## src/hdl/apdc_pkg.sv

```systemverilog
// constants for one axis of the pulse-train drive controller
package apdc_pkg;
    localparam int POS_W = 32;
    localparam int SPD_W = 16;
    localparam logic signed [15:0] ACC_OFS_RST = 16'sh0008;
    localparam logic [2:0] FLT_SEL_RST = 3'h0;
    localparam logic [5:0] STOP_MODE_RST = 6'h00;
    localparam logic [2:0] DRV_MODE_RST = 3'h0;
    // drive mode register three bit positions
    localparam int DM3_MANUAL_DECEL = 0;
    localparam int DM3_ACCEL_EN = 1;
    localparam int DM3_CONT_SPEED_CHG = 2;
    // filter: base count of the smallest time constant, doubled per select step
    localparam int FLT_BASE_CNT = 2;
    localparam int FLT_CNT_W = 10;
    // pulse period divider base (cycles per speed unit step)
    localparam int SPEED_DIV_W = 24;
    localparam logic [23:0] SPEED_DIV_NUM = 24'h00FFFF;
    // speed step applied per accel tick
    localparam logic [15:0] SPEED_STEP = 16'h0001;
    typedef enum logic [2:0] {APDC_IDLE, APDC_ACCEL, APDC_CONST, APDC_DECEL, APDC_CREEP}
        apdc_state_e;
endpackage

```

## src/hdl/apdc_axis.sv

```systemverilog
// single-axis pulse drive controller with compare, filters and stop inputs
`timescale 1ns/100ps
module apdc_axis #(
    parameter int POS_W = apdc_pkg::POS_W,
    parameter int SPD_W = apdc_pkg::SPD_W,
    parameter int N_IN = 10
) (
    input wire logic I_CLK,
    input wire logic I_RESET,
    input wire logic i_cmd_plus_fixed,
    input wire logic i_cmd_minus_fixed,
    input wire logic i_cmd_plus_cont,
    input wire logic i_cmd_minus_cont,
    input wire logic i_cmd_decel_stop,
    input wire logic i_cmd_sudden_stop,
    input wire logic i_cmd_set_decel_point,
    input wire logic i_cmd_set_offset,
    input wire logic i_cmd_set_pulses,
    input wire logic [POS_W-1:0] i_pulse_count,
    input wire logic [POS_W-1:0] i_decel_point,
    input wire logic signed [15:0] i_accel_offset,
    input wire logic [SPD_W-1:0] i_initial_speed,
    input wire logic [SPD_W-1:0] i_drive_speed,
    input wire logic [2:0] i_drive_mode_register_three,
    input wire logic [5:0] i_stop_input_mode_register,
    input wire logic [POS_W-1:0] i_cmp_logical,
    input wire logic [POS_W-1:0] i_cmp_real,
    input wire logic i_soft_limit_en,
    input wire logic [N_IN-1:0] i_filter_en,
    input wire logic [2:0] i_filter_sel,
    input wire logic [3:0] i_irq_en,
    input wire logic i_irq_clear,
    input wire logic i_halt_input_zero,
    input wire logic i_halt_input_one,
    input wire logic i_halt_input_two,
    input wire logic i_ext_plus_fixed,
    input wire logic i_ext_minus_fixed,
    input wire logic i_ext_cont_mode,
    input wire logic i_pulser_a,
    input wire logic i_pulser_b,
    input wire logic i_enc_a,
    input wire logic i_enc_b,
    output logic O_PULSE,
    output logic O_DIR,
    output logic O_DRIVING,
    output logic O_ACCEL,
    output logic O_DECEL,
    output logic [POS_W-1:0] O_LOGICAL_POS,
    output logic [POS_W-1:0] O_REAL_POS,
    output logic [SPD_W-1:0] O_SPEED,
    output logic O_CMP_LOG_GE,
    output logic O_CMP_REAL_GE,
    output logic O_LIMIT_HIT,
    output logic [3:0] O_IRQ_FLAGS,
    output logic O_INT
);
    localparam int FW = apdc_pkg::FLT_CNT_W;

    // filtered inputs: halt0..2, ext+,ext-,extcont, pulser a/b, enc a/b
    logic [N_IN-1:0] raw_in;
    logic [N_IN-1:0] flt_r;
    logic [FW-1:0] flt_cnt_r [N_IN];
    logic [FW-1:0] flt_lim;
    assign raw_in = {i_enc_b, i_enc_a, i_pulser_b, i_pulser_a, i_ext_cont_mode,
                     i_ext_minus_fixed, i_ext_plus_fixed, i_halt_input_two,
                     i_halt_input_one, i_halt_input_zero};
    assign flt_lim = FW'(apdc_pkg::FLT_BASE_CNT) << i_filter_sel;

    // integrating filter: counter walks toward the input, output flips at the ends
    genvar g;
    generate
        for (g = 0; g < N_IN; g++) begin : g_flt
            always_ff @(posedge I_CLK or posedge I_RESET) begin
                if (I_RESET) begin
                    flt_cnt_r[g] <= '0;
                    flt_r[g] <= 1'b0;
                end else if (!i_filter_en[g]) begin
                    flt_r[g] <= raw_in[g];
                    flt_cnt_r[g] <= raw_in[g] ? flt_lim : '0;
                end else if (raw_in[g] && flt_cnt_r[g] < flt_lim) begin
                    flt_cnt_r[g] <= flt_cnt_r[g] + 1'b1;
                end else if (!raw_in[g] && flt_cnt_r[g] != '0) begin
                    flt_cnt_r[g] <= flt_cnt_r[g] - 1'b1;
                end else begin
                    flt_r[g] <= raw_in[g];
                end
            end
        end
    endgenerate

    logic [N_IN-1:0] flt_d_r;
    always_ff @(posedge I_CLK or posedge I_RESET) begin
        if (I_RESET) flt_d_r <= '0;
        else flt_d_r <= flt_r;
    end

    // halt inputs: even mode bits enable, odd mode bits select active-high
    logic [2:0] halt_act;
    generate
        for (g = 0; g < 3; g++) begin : g_halt
            assign halt_act[g] = i_stop_input_mode_register[2*g] &&
                (flt_r[g] == i_stop_input_mode_register[2*g+1]);
        end
    endgenerate
    wire halt_any = |halt_act;

    apdc_pkg::apdc_state_e state_r, state_nxt;
    logic cont_r, dir_r;
    logic [POS_W-1:0] target_r, out_cnt_r, accel_pulses_r;
    logic [SPD_W-1:0] speed_r;
    logic [23:0] per_cnt_r;
    logic signed [15:0] offset_r;
    logic [POS_W-1:0] decel_pt_r;
    logic ofs_set_r;
    logic pulse_r;
    logic [POS_W-1:0] lpos_r, rpos_r;

    wire manual_decel = i_drive_mode_register_three[apdc_pkg::DM3_MANUAL_DECEL];
    wire accel_en = i_drive_mode_register_three[apdc_pkg::DM3_ACCEL_EN];
    wire ext_fixed_p = flt_r[3] & ~flt_d_r[3];
    wire ext_fixed_m = flt_r[4] & ~flt_d_r[4];
    wire start_p = i_cmd_plus_fixed | i_cmd_plus_cont | (ext_fixed_p & ~flt_r[5]);
    wire start_m = i_cmd_minus_fixed | i_cmd_minus_cont | (ext_fixed_m & ~flt_r[5]);
    wire start_cont = i_cmd_plus_cont | i_cmd_minus_cont;
    wire idle = (state_r == apdc_pkg::APDC_IDLE);
    wire ext_cont_run = flt_r[5] & (flt_r[3] | flt_r[4]);
    wire ext_run_fell = flt_d_r[5] & (flt_d_r[3] | flt_d_r[4]) & ~ext_cont_run;

    // pulse tick from the current speed
    wire tick = (state_r != apdc_pkg::APDC_IDLE) && (per_cnt_r == 24'h000000);
    wire [POS_W-1:0] remaining = (target_r > out_cnt_r) ? target_r - out_cnt_r : '0;
    wire signed [POS_W:0] decel_thr_s = $signed({1'b0, accel_pulses_r}) +
        POS_W'(offset_r);
    wire [POS_W-1:0] decel_thr = decel_thr_s[POS_W] ? '0 : decel_thr_s[POS_W-1:0];
    wire auto_decel_hit = manual_decel ? (remaining <= decel_pt_r)
                                       : (!decel_thr_s[POS_W] && remaining <= decel_thr);
    wire fixed_done = !cont_r && (out_cnt_r >= target_r);
    wire lim_hit = i_soft_limit_en && ((dir_r == 1'b0 && O_CMP_LOG_GE) ||
        (dir_r == 1'b1 && !O_CMP_LOG_GE));
    wire sudden = i_cmd_sudden_stop || lim_hit ||
        (halt_any && cont_r && state_r == apdc_pkg::APDC_CONST && !accel_en);
    wire soft_stop = i_cmd_decel_stop || (halt_any && (cont_r ? accel_en : 1'b1));
    logic [SPD_W-1:0] speed_nxt;
    logic ramp_up_done;
    assign ramp_up_done = speed_r >= i_drive_speed;

    always_comb begin
        state_nxt = state_r;
        speed_nxt = speed_r;
        unique case (state_r)
            apdc_pkg::APDC_IDLE: begin
                speed_nxt = i_initial_speed;
                if (start_p || start_m || ext_cont_run) begin
                    // profile picked from mode and speeds
                    state_nxt = (accel_en && i_drive_speed > i_initial_speed) ?
                        apdc_pkg::APDC_ACCEL : apdc_pkg::APDC_CONST;
                end
            end
            apdc_pkg::APDC_ACCEL: begin
                if (tick) speed_nxt = speed_r + apdc_pkg::SPEED_STEP;
                if (ramp_up_done) state_nxt = apdc_pkg::APDC_CONST;
                if (!cont_r && auto_decel_hit) state_nxt = apdc_pkg::APDC_DECEL;
            end
            apdc_pkg::APDC_CONST: begin
                speed_nxt = i_drive_speed;
                if (!cont_r && auto_decel_hit && accel_en) state_nxt = apdc_pkg::APDC_DECEL;
            end
            apdc_pkg::APDC_DECEL: begin
                if (tick && speed_r > i_initial_speed) speed_nxt = speed_r - apdc_pkg::SPEED_STEP;
                if (speed_r <= i_initial_speed) begin
                    state_nxt = cont_r ? apdc_pkg::APDC_IDLE : apdc_pkg::APDC_CREEP;
                end
            end
            apdc_pkg::APDC_CREEP: speed_nxt = i_initial_speed;
        endcase
        if (!idle && soft_stop && state_r != apdc_pkg::APDC_CREEP &&
            state_nxt != apdc_pkg::APDC_IDLE) begin
            state_nxt = accel_en ? apdc_pkg::APDC_DECEL : apdc_pkg::APDC_IDLE;
        end
        // releasing the external run inputs ends an externally held drive in any phase
        if (!idle && cont_r && ext_run_fell) state_nxt = apdc_pkg::APDC_IDLE;
        if (!idle && (sudden || fixed_done)) state_nxt = apdc_pkg::APDC_IDLE;
    end

    always_ff @(posedge I_CLK or posedge I_RESET) begin
        if (I_RESET) begin
            state_r <= apdc_pkg::APDC_IDLE;
            speed_r <= '0;
        end else begin
            state_r <= state_nxt;
            speed_r <= speed_nxt;
        end
    end

    always_ff @(posedge I_CLK or posedge I_RESET) begin
        if (I_RESET) begin
            cont_r <= 1'b0;
            dir_r <= 1'b0;
            target_r <= '0;
        end else if (idle && (start_p || start_m || ext_cont_run)) begin
            cont_r <= start_cont || ext_cont_run;
            dir_r <= start_m || (ext_cont_run && flt_r[4]);
            target_r <= i_pulse_count;
        end else if (i_cmd_set_pulses) begin
            target_r <= i_pulse_count;
        end
    end

    always_ff @(posedge I_CLK or posedge I_RESET) begin
        if (I_RESET) offset_r <= apdc_pkg::ACC_OFS_RST;
        else if (i_cmd_set_offset) offset_r <= i_accel_offset;
    end

    // decel point is latched by its strobe, so later edits of the input do not move it
    always_ff @(posedge I_CLK or posedge I_RESET) begin
        if (I_RESET) begin
            decel_pt_r <= '0;
            ofs_set_r <= 1'b0;
        end else begin
            if (i_cmd_set_decel_point) decel_pt_r <= i_decel_point;
            if (i_cmd_set_offset) ofs_set_r <= 1'b1;
        end
    end

    always_ff @(posedge I_CLK or posedge I_RESET) begin
        if (I_RESET) begin
            per_cnt_r <= '0;
            pulse_r <= 1'b0;
            out_cnt_r <= '0;
            accel_pulses_r <= '0;
        end else if (idle) begin
            per_cnt_r <= '0;
            pulse_r <= 1'b0;
            if (start_p || start_m || ext_cont_run) begin
                out_cnt_r <= '0;
                accel_pulses_r <= '0;
            end
        end else if (tick) begin
            per_cnt_r <= apdc_pkg::SPEED_DIV_NUM / 24'(speed_r == '0 ? 1 : speed_r);
            pulse_r <= 1'b1;
            out_cnt_r <= out_cnt_r + 1'b1;
            if (state_r == apdc_pkg::APDC_ACCEL) accel_pulses_r <= accel_pulses_r + 1'b1;
        end else begin
            per_cnt_r <= per_cnt_r - 1'b1;
            pulse_r <= 1'b0;
        end
    end

    // pulser and encoder quadrature decoding
    function automatic logic [1:0] quad(input logic a, input logic b, input logic pa,
                                         input logic pb);
        logic up;
        logic dn;
        up = (a ^ pa) ? (a ^ b) : ((b ^ pb) ? ~(a ^ b) : 1'b0);
        dn = (a ^ pa) ? ~(a ^ b) : ((b ^ pb) ? (a ^ b) : 1'b0);
        quad = {dn, up};
    endfunction
    wire [1:0] enc_step = quad(flt_r[8], flt_r[9], flt_d_r[8], flt_d_r[9]);
    wire [1:0] pls_step = quad(flt_r[6], flt_r[7], flt_d_r[6], flt_d_r[7]);

    always_ff @(posedge I_CLK or posedge I_RESET) begin
        if (I_RESET) begin
            lpos_r <= '0;
            rpos_r <= '0;
        end else begin
            if (tick) lpos_r <= dir_r ? lpos_r - 1'b1 : lpos_r + 1'b1;
            else if (idle && pls_step[0]) lpos_r <= lpos_r + 1'b1;
            else if (idle && pls_step[1]) lpos_r <= lpos_r - 1'b1;
            if (enc_step[0]) rpos_r <= rpos_r + 1'b1;
            else if (enc_step[1]) rpos_r <= rpos_r - 1'b1;
        end
    end

    wire cmp_l = $signed(lpos_r) >= $signed(i_cmp_logical);
    wire cmp_r = $signed(rpos_r) >= $signed(i_cmp_real);
    logic cmp_l_d_r, cmp_r_d_r, const_d_r, drv_d_r;
    logic [3:0] irq_r;
    wire is_const = state_r == apdc_pkg::APDC_CONST;
    wire [3:0] ev = {cmp_r ^ cmp_r_d_r, cmp_l ^ cmp_l_d_r, drv_d_r & idle,
                     (is_const ^ const_d_r) & accel_en};

    always_ff @(posedge I_CLK or posedge I_RESET) begin
        if (I_RESET) begin
            cmp_l_d_r <= 1'b0;
            cmp_r_d_r <= 1'b0;
            const_d_r <= 1'b0;
            drv_d_r <= 1'b0;
            irq_r <= '0;
        end else begin
            cmp_l_d_r <= cmp_l;
            cmp_r_d_r <= cmp_r;
            const_d_r <= is_const;
            drv_d_r <= !idle;
            // set wins over clear
            irq_r <= ((i_irq_clear ? 4'h0 : irq_r) | (ev & i_irq_en));
        end
    end

    assign O_PULSE = pulse_r;
    assign O_DIR = dir_r;
    assign O_DRIVING = drv_d_r;
    assign O_ACCEL = (state_r == apdc_pkg::APDC_ACCEL);
    assign O_DECEL = (state_r == apdc_pkg::APDC_DECEL);
    assign O_LOGICAL_POS = lpos_r;
    assign O_REAL_POS = rpos_r;
    assign O_SPEED = speed_r;
    assign O_CMP_LOG_GE = cmp_l_d_r;
    assign O_CMP_REAL_GE = cmp_r_d_r;
    assign O_LIMIT_HIT = lim_hit;
    assign O_IRQ_FLAGS = irq_r;
    assign O_INT = |irq_r;

    a_sudden_quiet: assert property (@(posedge I_CLK) disable iff (I_RESET)
        (!idle && i_cmd_sudden_stop) |-> ##2 !pulse_r)
        else $error("pulse after sudden stop");
    a_sudden_ends: assert property (@(posedge I_CLK) disable iff (I_RESET)
        (!idle && i_cmd_sudden_stop) |=> idle) else $error("sudden stop");
    a_offset_rst: assert property (@(posedge I_CLK) disable iff (I_RESET)
        !ofs_set_r |-> offset_r == apdc_pkg::ACC_OFS_RST) else $error("offset");
    a_int_follows: assert property (@(posedge I_CLK) disable iff (I_RESET)
        (|(ev & i_irq_en)) |=> O_INT) else $error("interrupt not raised");
    a_fixed_end: assert property (@(posedge I_CLK) disable iff (I_RESET)
        (!idle && !cont_r && out_cnt_r >= target_r) |=> idle)
        else $error("fixed drive overran");
    a_cmp_flag: assert property (@(posedge I_CLK) disable iff (I_RESET)
        !$past(I_RESET) |-> O_CMP_LOG_GE == $past(cmp_l)) else $error("compare flag late");
    a_lpos_step: assert property (@(posedge I_CLK) disable iff (I_RESET)
        (tick && !dir_r) |=> lpos_r == $past(lpos_r) + 1'b1)
        else $error("logical count wrong");
    a_drive_end_irq: assert property (@(posedge I_CLK) disable iff (I_RESET)
        (drv_d_r && idle && i_irq_en[1]) |=> irq_r[1]) else $error("end irq lost");
    a_halt_stop: assert property (@(posedge I_CLK) disable iff (I_RESET)
        (state_r == apdc_pkg::APDC_CONST && cont_r && !accel_en && halt_any) |=> idle)
        else $error("halt did not stop");
endmodule

```

## config.mk

```make
export PLATFORM = sky130hd
export DESIGN_NAME = apdc_axis
export DESIGN_NICKNAME = d
export VERILOG_FILES = /design/src/hdl/apdc_pkg.sv /design/src/hdl/apdc_axis.sv
export SDC_FILE = /design/constraint.sdc
export NUM_CORES = 2
export LEC_CHECK = 0
export ABC_AREA = 1
export BUFFER_PORTS_ARGS = -buffer_cell sky130_fd_sc_hd__buf_4
export CAP_MARGIN = 15
export CORE_MARGIN = 4
export CORE_UTILIZATION = 26
export CTS_CLUSTER_SIZE = 25
export DETAILED_ROUTE_END_ITERATION = 12
export PLACE_DENSITY = 0.48
export SYNTH_ARGS = -nofsm -noshare
export SYNTH_HDL_FRONTEND = slang
export SYNTH_SLANG_ARGS = --single-unit
```

## constraint.sdc

```tcl
create_clock -name I_CLK -period 82.8 [get_ports I_CLK]
set_input_delay 16.56 -clock I_CLK [delete_from_list [all_inputs] [get_ports I_CLK]]
set_output_delay 16.56 -clock I_CLK [all_outputs]
set_load 0.005 [all_outputs]
```

# Yosys cells after proc, flatten, opt, wreduce, memory -nomap -nowiden
# Cells that the tools add are included.
# classes
n_addsub	31
div_mod_pow	1
order_cmp	20
eq_ne	41
shift	1
n_mux	117
n_bitwise	34
n_reduce_logical	107
# op_table
cell	n
$mux 32	16
$mux 10	40
$add 32x1->32 const B	4
$add 10x1->10 const B	10
$lt 10x10->1	10
$reduce_bool 10->1	10
$sub 10x1->10 const B	10
$ge 32x32->1	3
$le 32x32->1	2
$pmux 16 s4	1
$sub 32x1->32 const B	2
$mux 16	3
$mux 24	2
$logic_and 1x1->1	47
$mux 1	42
$ne 2x2->1 const B	20
$add 33x16->33	1
$gt 16x16->1	2
$gt 32x32->1	1
$sub 32x32->32	1
$ne 3x1->1 const B	10
$mux 3	9
$div 16x24->24 const A	1
$logic_not 24->1	1
32 further kinds	104
# totals
ff_bits	382
inputBits	225
word_cells	391

# Longest topological paths before layout
# logic_depth
depth_word	14
ltp_mapped	367
mapped_depth_nobuf	345

# Least setup slack after synthesis
# OpenSTA, ideal clock, no wires.
# synth_path
path_kind	register to register
startpoint	register speed_r[12], in the netlist O_SPEED[12]
endpoint	register per_cnt_r[0]
arrival_time_ns	43.607
path_slack_ns	39.072
stages_incl_launch_ff	346
path_buffers	27
synth_period_minus_slack_ns	43.728
path_cell_list	dfrtp_1 -> nor2_1 -> nand2_4 -> nor2_8 -> nand2_4 -> nand2_4 -> buf_6 -> buf_6 -> buf_2 -> buf_1 -> buf_1 -> fa_1 -> or2_1 -> nand2_1 -> ha_1 -> o21ai_0 -> nand2_1 -> a21o_1 -> (+310 left out) -> nand3_4 -> clkinv_2 -> buf_4 -> nand2_1 -> o31ai_1 -> ha_1 -> a21oi_1 -> o21ai_0 -> a21oi_1 -> nor2_1 -> o211ai_1 -> nand2_1 -> a41oi_1 -> nand2_1 -> nor2_1 -> nand3_1 -> nor2_1 -> nor2_1
# synth_via
elab_chain_cells	5
# synth_lines
item	line_no	source
start: declaration	apdc_axis.sv:110	logic [SPD_W-1:0] speed_r;
start signal: assignment	apdc_axis.sv:191	speed_r <= speed_nxt;
$logic_not 16->1	apdc_axis.sv:239	per_cnt_r <= apdc_pkg::SPEED_DIV_NUM / 24'(speed_r == '0 ? 1 : speed_r);
$mux 16 (*)	apdc_axis.sv:239	
$div 16x24->24 (*)	apdc_axis.sv:239	
$mux 24 (*)	apdc_axis.sv:238	end else if (tick) begin
$mux 24 (*)	apdc_axis.sv:231	end else if (idle) begin
end signal: assignment	apdc_axis.sv:239	
end signal: assignment	apdc_axis.sv:244	per_cnt_r <= per_cnt_r - 1'b1;
end: declaration	apdc_axis.sv:111	logic [23:0] per_cnt_r;
# Every way passes the cells marked *; elsewhere a longest branch is shown, timed or not.
# A chain may end at the register's enable or synchronous reset.

# Worst setup path in the final report
# layout_path
startpoint	register speed_r[1], in the netlist O_SPEED[1]
endpoint	register per_cnt_r[0]
# The elaborated chain is that of the path after synthesis.

==> impl_metrics.py <==
metrics = {
    "finish": {
        "final_cell_mix": "nand2_1 (1,280), inv_1 (908), ha_1 (686), a21oi_1 (529), nor2_1 (519)",
        "layout-area-overhead-vs-synth_pct": 15.7,
        "final_common_cell": "nand2_1",
        "drive_above_1_share": 0.0997,
        "finish.net_count": 7618,
    },
    "critical_path": {
        "critical_path_buf_inv_count": 43,
        "ff2ff_setup_slack_ns": 30.02,
        "regToRegEndpoint": "per_cnt_r[0]",
        "arrival_time_of_the_worst_setup_path_ns": 53.27,
        "r2r_cells": 330,
        "source_of_the_worst_register_to_register_timing_path": "O_SPEED[1]",
        "critical_path_sink_type": "flop",
        "worst_path_dominant_cell_family": "compound AO/OA/AOI/OAI gates",
        "setup.worst_path.class": "reg2reg",
        "worst_path_most_repeated_cell": "nand2_1",
        "nature_of_the_critical_path_startpoint": "flop",
        "critPathMaxFanout": 36,
        "crit_slowest_cell": "dfrtp_1",
        "cp_slowest_stage_delay_ns": 0.76,
        "cp_data_required_time_ns": 83.29,
    },
    "timing": {
        "post-route-period-util": 0.637,
        "report.final.setup_viol": 0,
        "rsz_0062_raised_after_global_routing": "false",
        "period_minus_slack_ns": 52.78,
        "max_freq_ghz": 0.0189,
        "worst_pin_slew_ns": 1.04,
        "report.final.hold_viol_count": 0,
        "timing.final.max_slew_violations": 0,
        "maxSlewHeadroom": 0.296,
        "worst_clock_skew_ns": 0.0637,
        "setup_tns_ns": 0,
    },
    "clock_tree": {
        "clk_path_buf_depth": 3,
        "cts-resized-gates": 0,
        "cts_inserted_buffers": 52,
        "cts_tree": "done",
        "cts.sinks": 379,
        "cts_hold_buffers": 0,
        "post_cts_buffers": 0,
        "clk_root_buffer_cell": "clkbuf_16",
        "cts.htree.levels": 2,
        "cts.reportedPaths.clkPinSlew_ns": 0.06,
        "worstSkewPairLatency_ns": 0.68,
    },
    "min_path": {
        "worstHoldStart": "flt_r[3]",
        "min-delay-path-class": "reg2reg",
        "min_delay_path_depth": 0,
        "timing.hold.worst_endpoint": "flt_d_r[3]",
    },
    "yosys": {
        "ys_seq_area_frac": 0.214,
        "synth_area_per_cell_um2": 6.96,
        "ys_seq_elements": 379,
        "synthDistinctLibCells": 69,
        "synth_edf_count": 0,
        "asyncSetResetFlopFracSynth": 1.00,
        "synthesized_nets": 7304,
        "yosysWarnings": 0,
        "synthFlopType": "dfrtp_1",
        "yosys-top-cells-area": "dfrtp_1 (21%), ha_1 (19%), nand2_1 (11%), inv_1 (7.7%), a21oi_1 (6.0%)",
        "yosysTopAreaCell": "dfrtp_1",
        "synthesis.area_mm2": 0.0444,
        "synth.top_cell.area_share": 0.213,
        "post_synth_inst_count": 6373,
    },
    "floorplan": {
        "initial_utilization": 0.262,
        "design.portCount": 318,
        "fp-row-count": 151,
        "area_enclosed_by_the_die_boundary_mm2": 0.177,
        "die_width_um": 421,
        "core_area_mm2": 0.169,
        "dieHeight_um": 421,
    },
    "route": {
        "drtPass1Iterations": 5,
        "detail_routed_net_length_per_standard_cell_um": 16.0,
        "vias": 42269,
        "detail_route.iter0.violations": 2101,
        "detail_route.drc_violations": 0,
        "routed_via_density": 4.72,
        "drt.antenna.violating_nets": 0,
        "routed_wirelength_um": 143000,
    },
    "grt": {
        "grt_overflow_total": 0,
        "grt.total_usage": 0.156,
        "grt_pass1_wl_um": 226000,
        "first_global_vias": 40893,
        "grt_start_max_net_pins": 95,
        "grt_antenna_before_repair": 13,
    },
    "placement": {
        "placer_congestion_estimate": 0.884,
        "port-buffer-count": 316,
        "detailedPlacementHpwl_um": 114000,
    },
    "job": {
        "max_cap_violations": 0,
    },
    "status": {
        "status": "finished, final reports clean",
    },
}
[Yosys cell counts, drive strengths merged (90+ instances only)]
cell type  instances
a21oi            531
nor2             535
ha               686
nor3             119
o21ai            538
dfrtp            378
inv              922
nand2           1312
o21bai           107
xor2             171
o22ai             90
xnor2            120
nand3            249
[logic make-up after synthesis]
group,Yosys count,synth area share
DFF,379,0.214
buffers and inverters,1040,0.0893
adders and majority gates,706,0.202
other,1,0.0000845
AOI/OAI and AO/OA,1487,0.190
muxes,47,0.0119
and+or+nand+nor,2422,0.235
xor gates and xnor gates,291,0.0574
[final cells by class]
cell class | count | area (um^2)
clock inverters | 24 | 323
multi-input cells | 4954 | 30900
fillers | 18328 | 118000
well taps | 2218 | 2780
diodes | 5 | 12.5
flip-flops and latches | 379 | 9490
inverters | 932 | 3510
clock buffers | 74 | 1510
repair buffers | 368 | 2760
[metrics by stage]
stage | setup slack (ns) | hold slack [ns] | cell area (um^2) | utilization | instances
global placement | 30.21 | 0.384 | 49500 | 0.292 | 8851
finish | 30.02 | 0.391 | 51300 | 0.303 | 8954
CTS | 29.73 | 0.392 | 51300 | 0.303 | 8949
global route | 23.75 | 0.393 | 51300 | 0.303 | 8954
detailed placement | 29.96 | 0.380 | 49500 | 0.292 | 8851
floorplan | 39.07 | 0.354 | 44400 | - | 6373
[how the worst max path moves through the flow]
stage / from / to / slack (ns) / cells after the start
3_3_place_gp: O_SPEED[11] / per_cnt_r[0] / 30.21 / 331
2_1_floorplan: O_SPEED[12] / per_cnt_r[0] / 39.07 / 345
3_5_place_dp: O_SPEED[11] / per_cnt_r[0] / 29.96 / 330
6_report: O_SPEED[1] / per_cnt_r[0] / 30.02 / 330
4_1_cts: O_SPEED[1] / per_cnt_r[0] / 29.73 / 330
5_1_grt: O_SPEED[1] / per_cnt_r[0] / 23.75 / 328
[registers in the layout, indices dropped and copies added, names as in the netlist, 7 cells and up]
signal,count
flt_cnt_r,100
target_r,32
decel_pt_r,32
O_SPEED,16
per_cnt_r,24
flt_r,10
O_REAL_POS,32
out_cnt_r,32
O_LOGICAL_POS,32
accel_pulses_r,32
offset_r,16
flt_d_r,7
[per-layer routing]
metal	track usage	vias to the layer above	wire length [um]
li1	-	22093	-
met1	0.199	19433	65500
met2	0.280	582	69300
met3	0.0152	161	3910
met4	0.0455	0	4270
met5	0	-	0
Power is left out: the tool's default activity adds up to more than one toggle a clock period on the data nets, which glitch-free logic cannot reach.
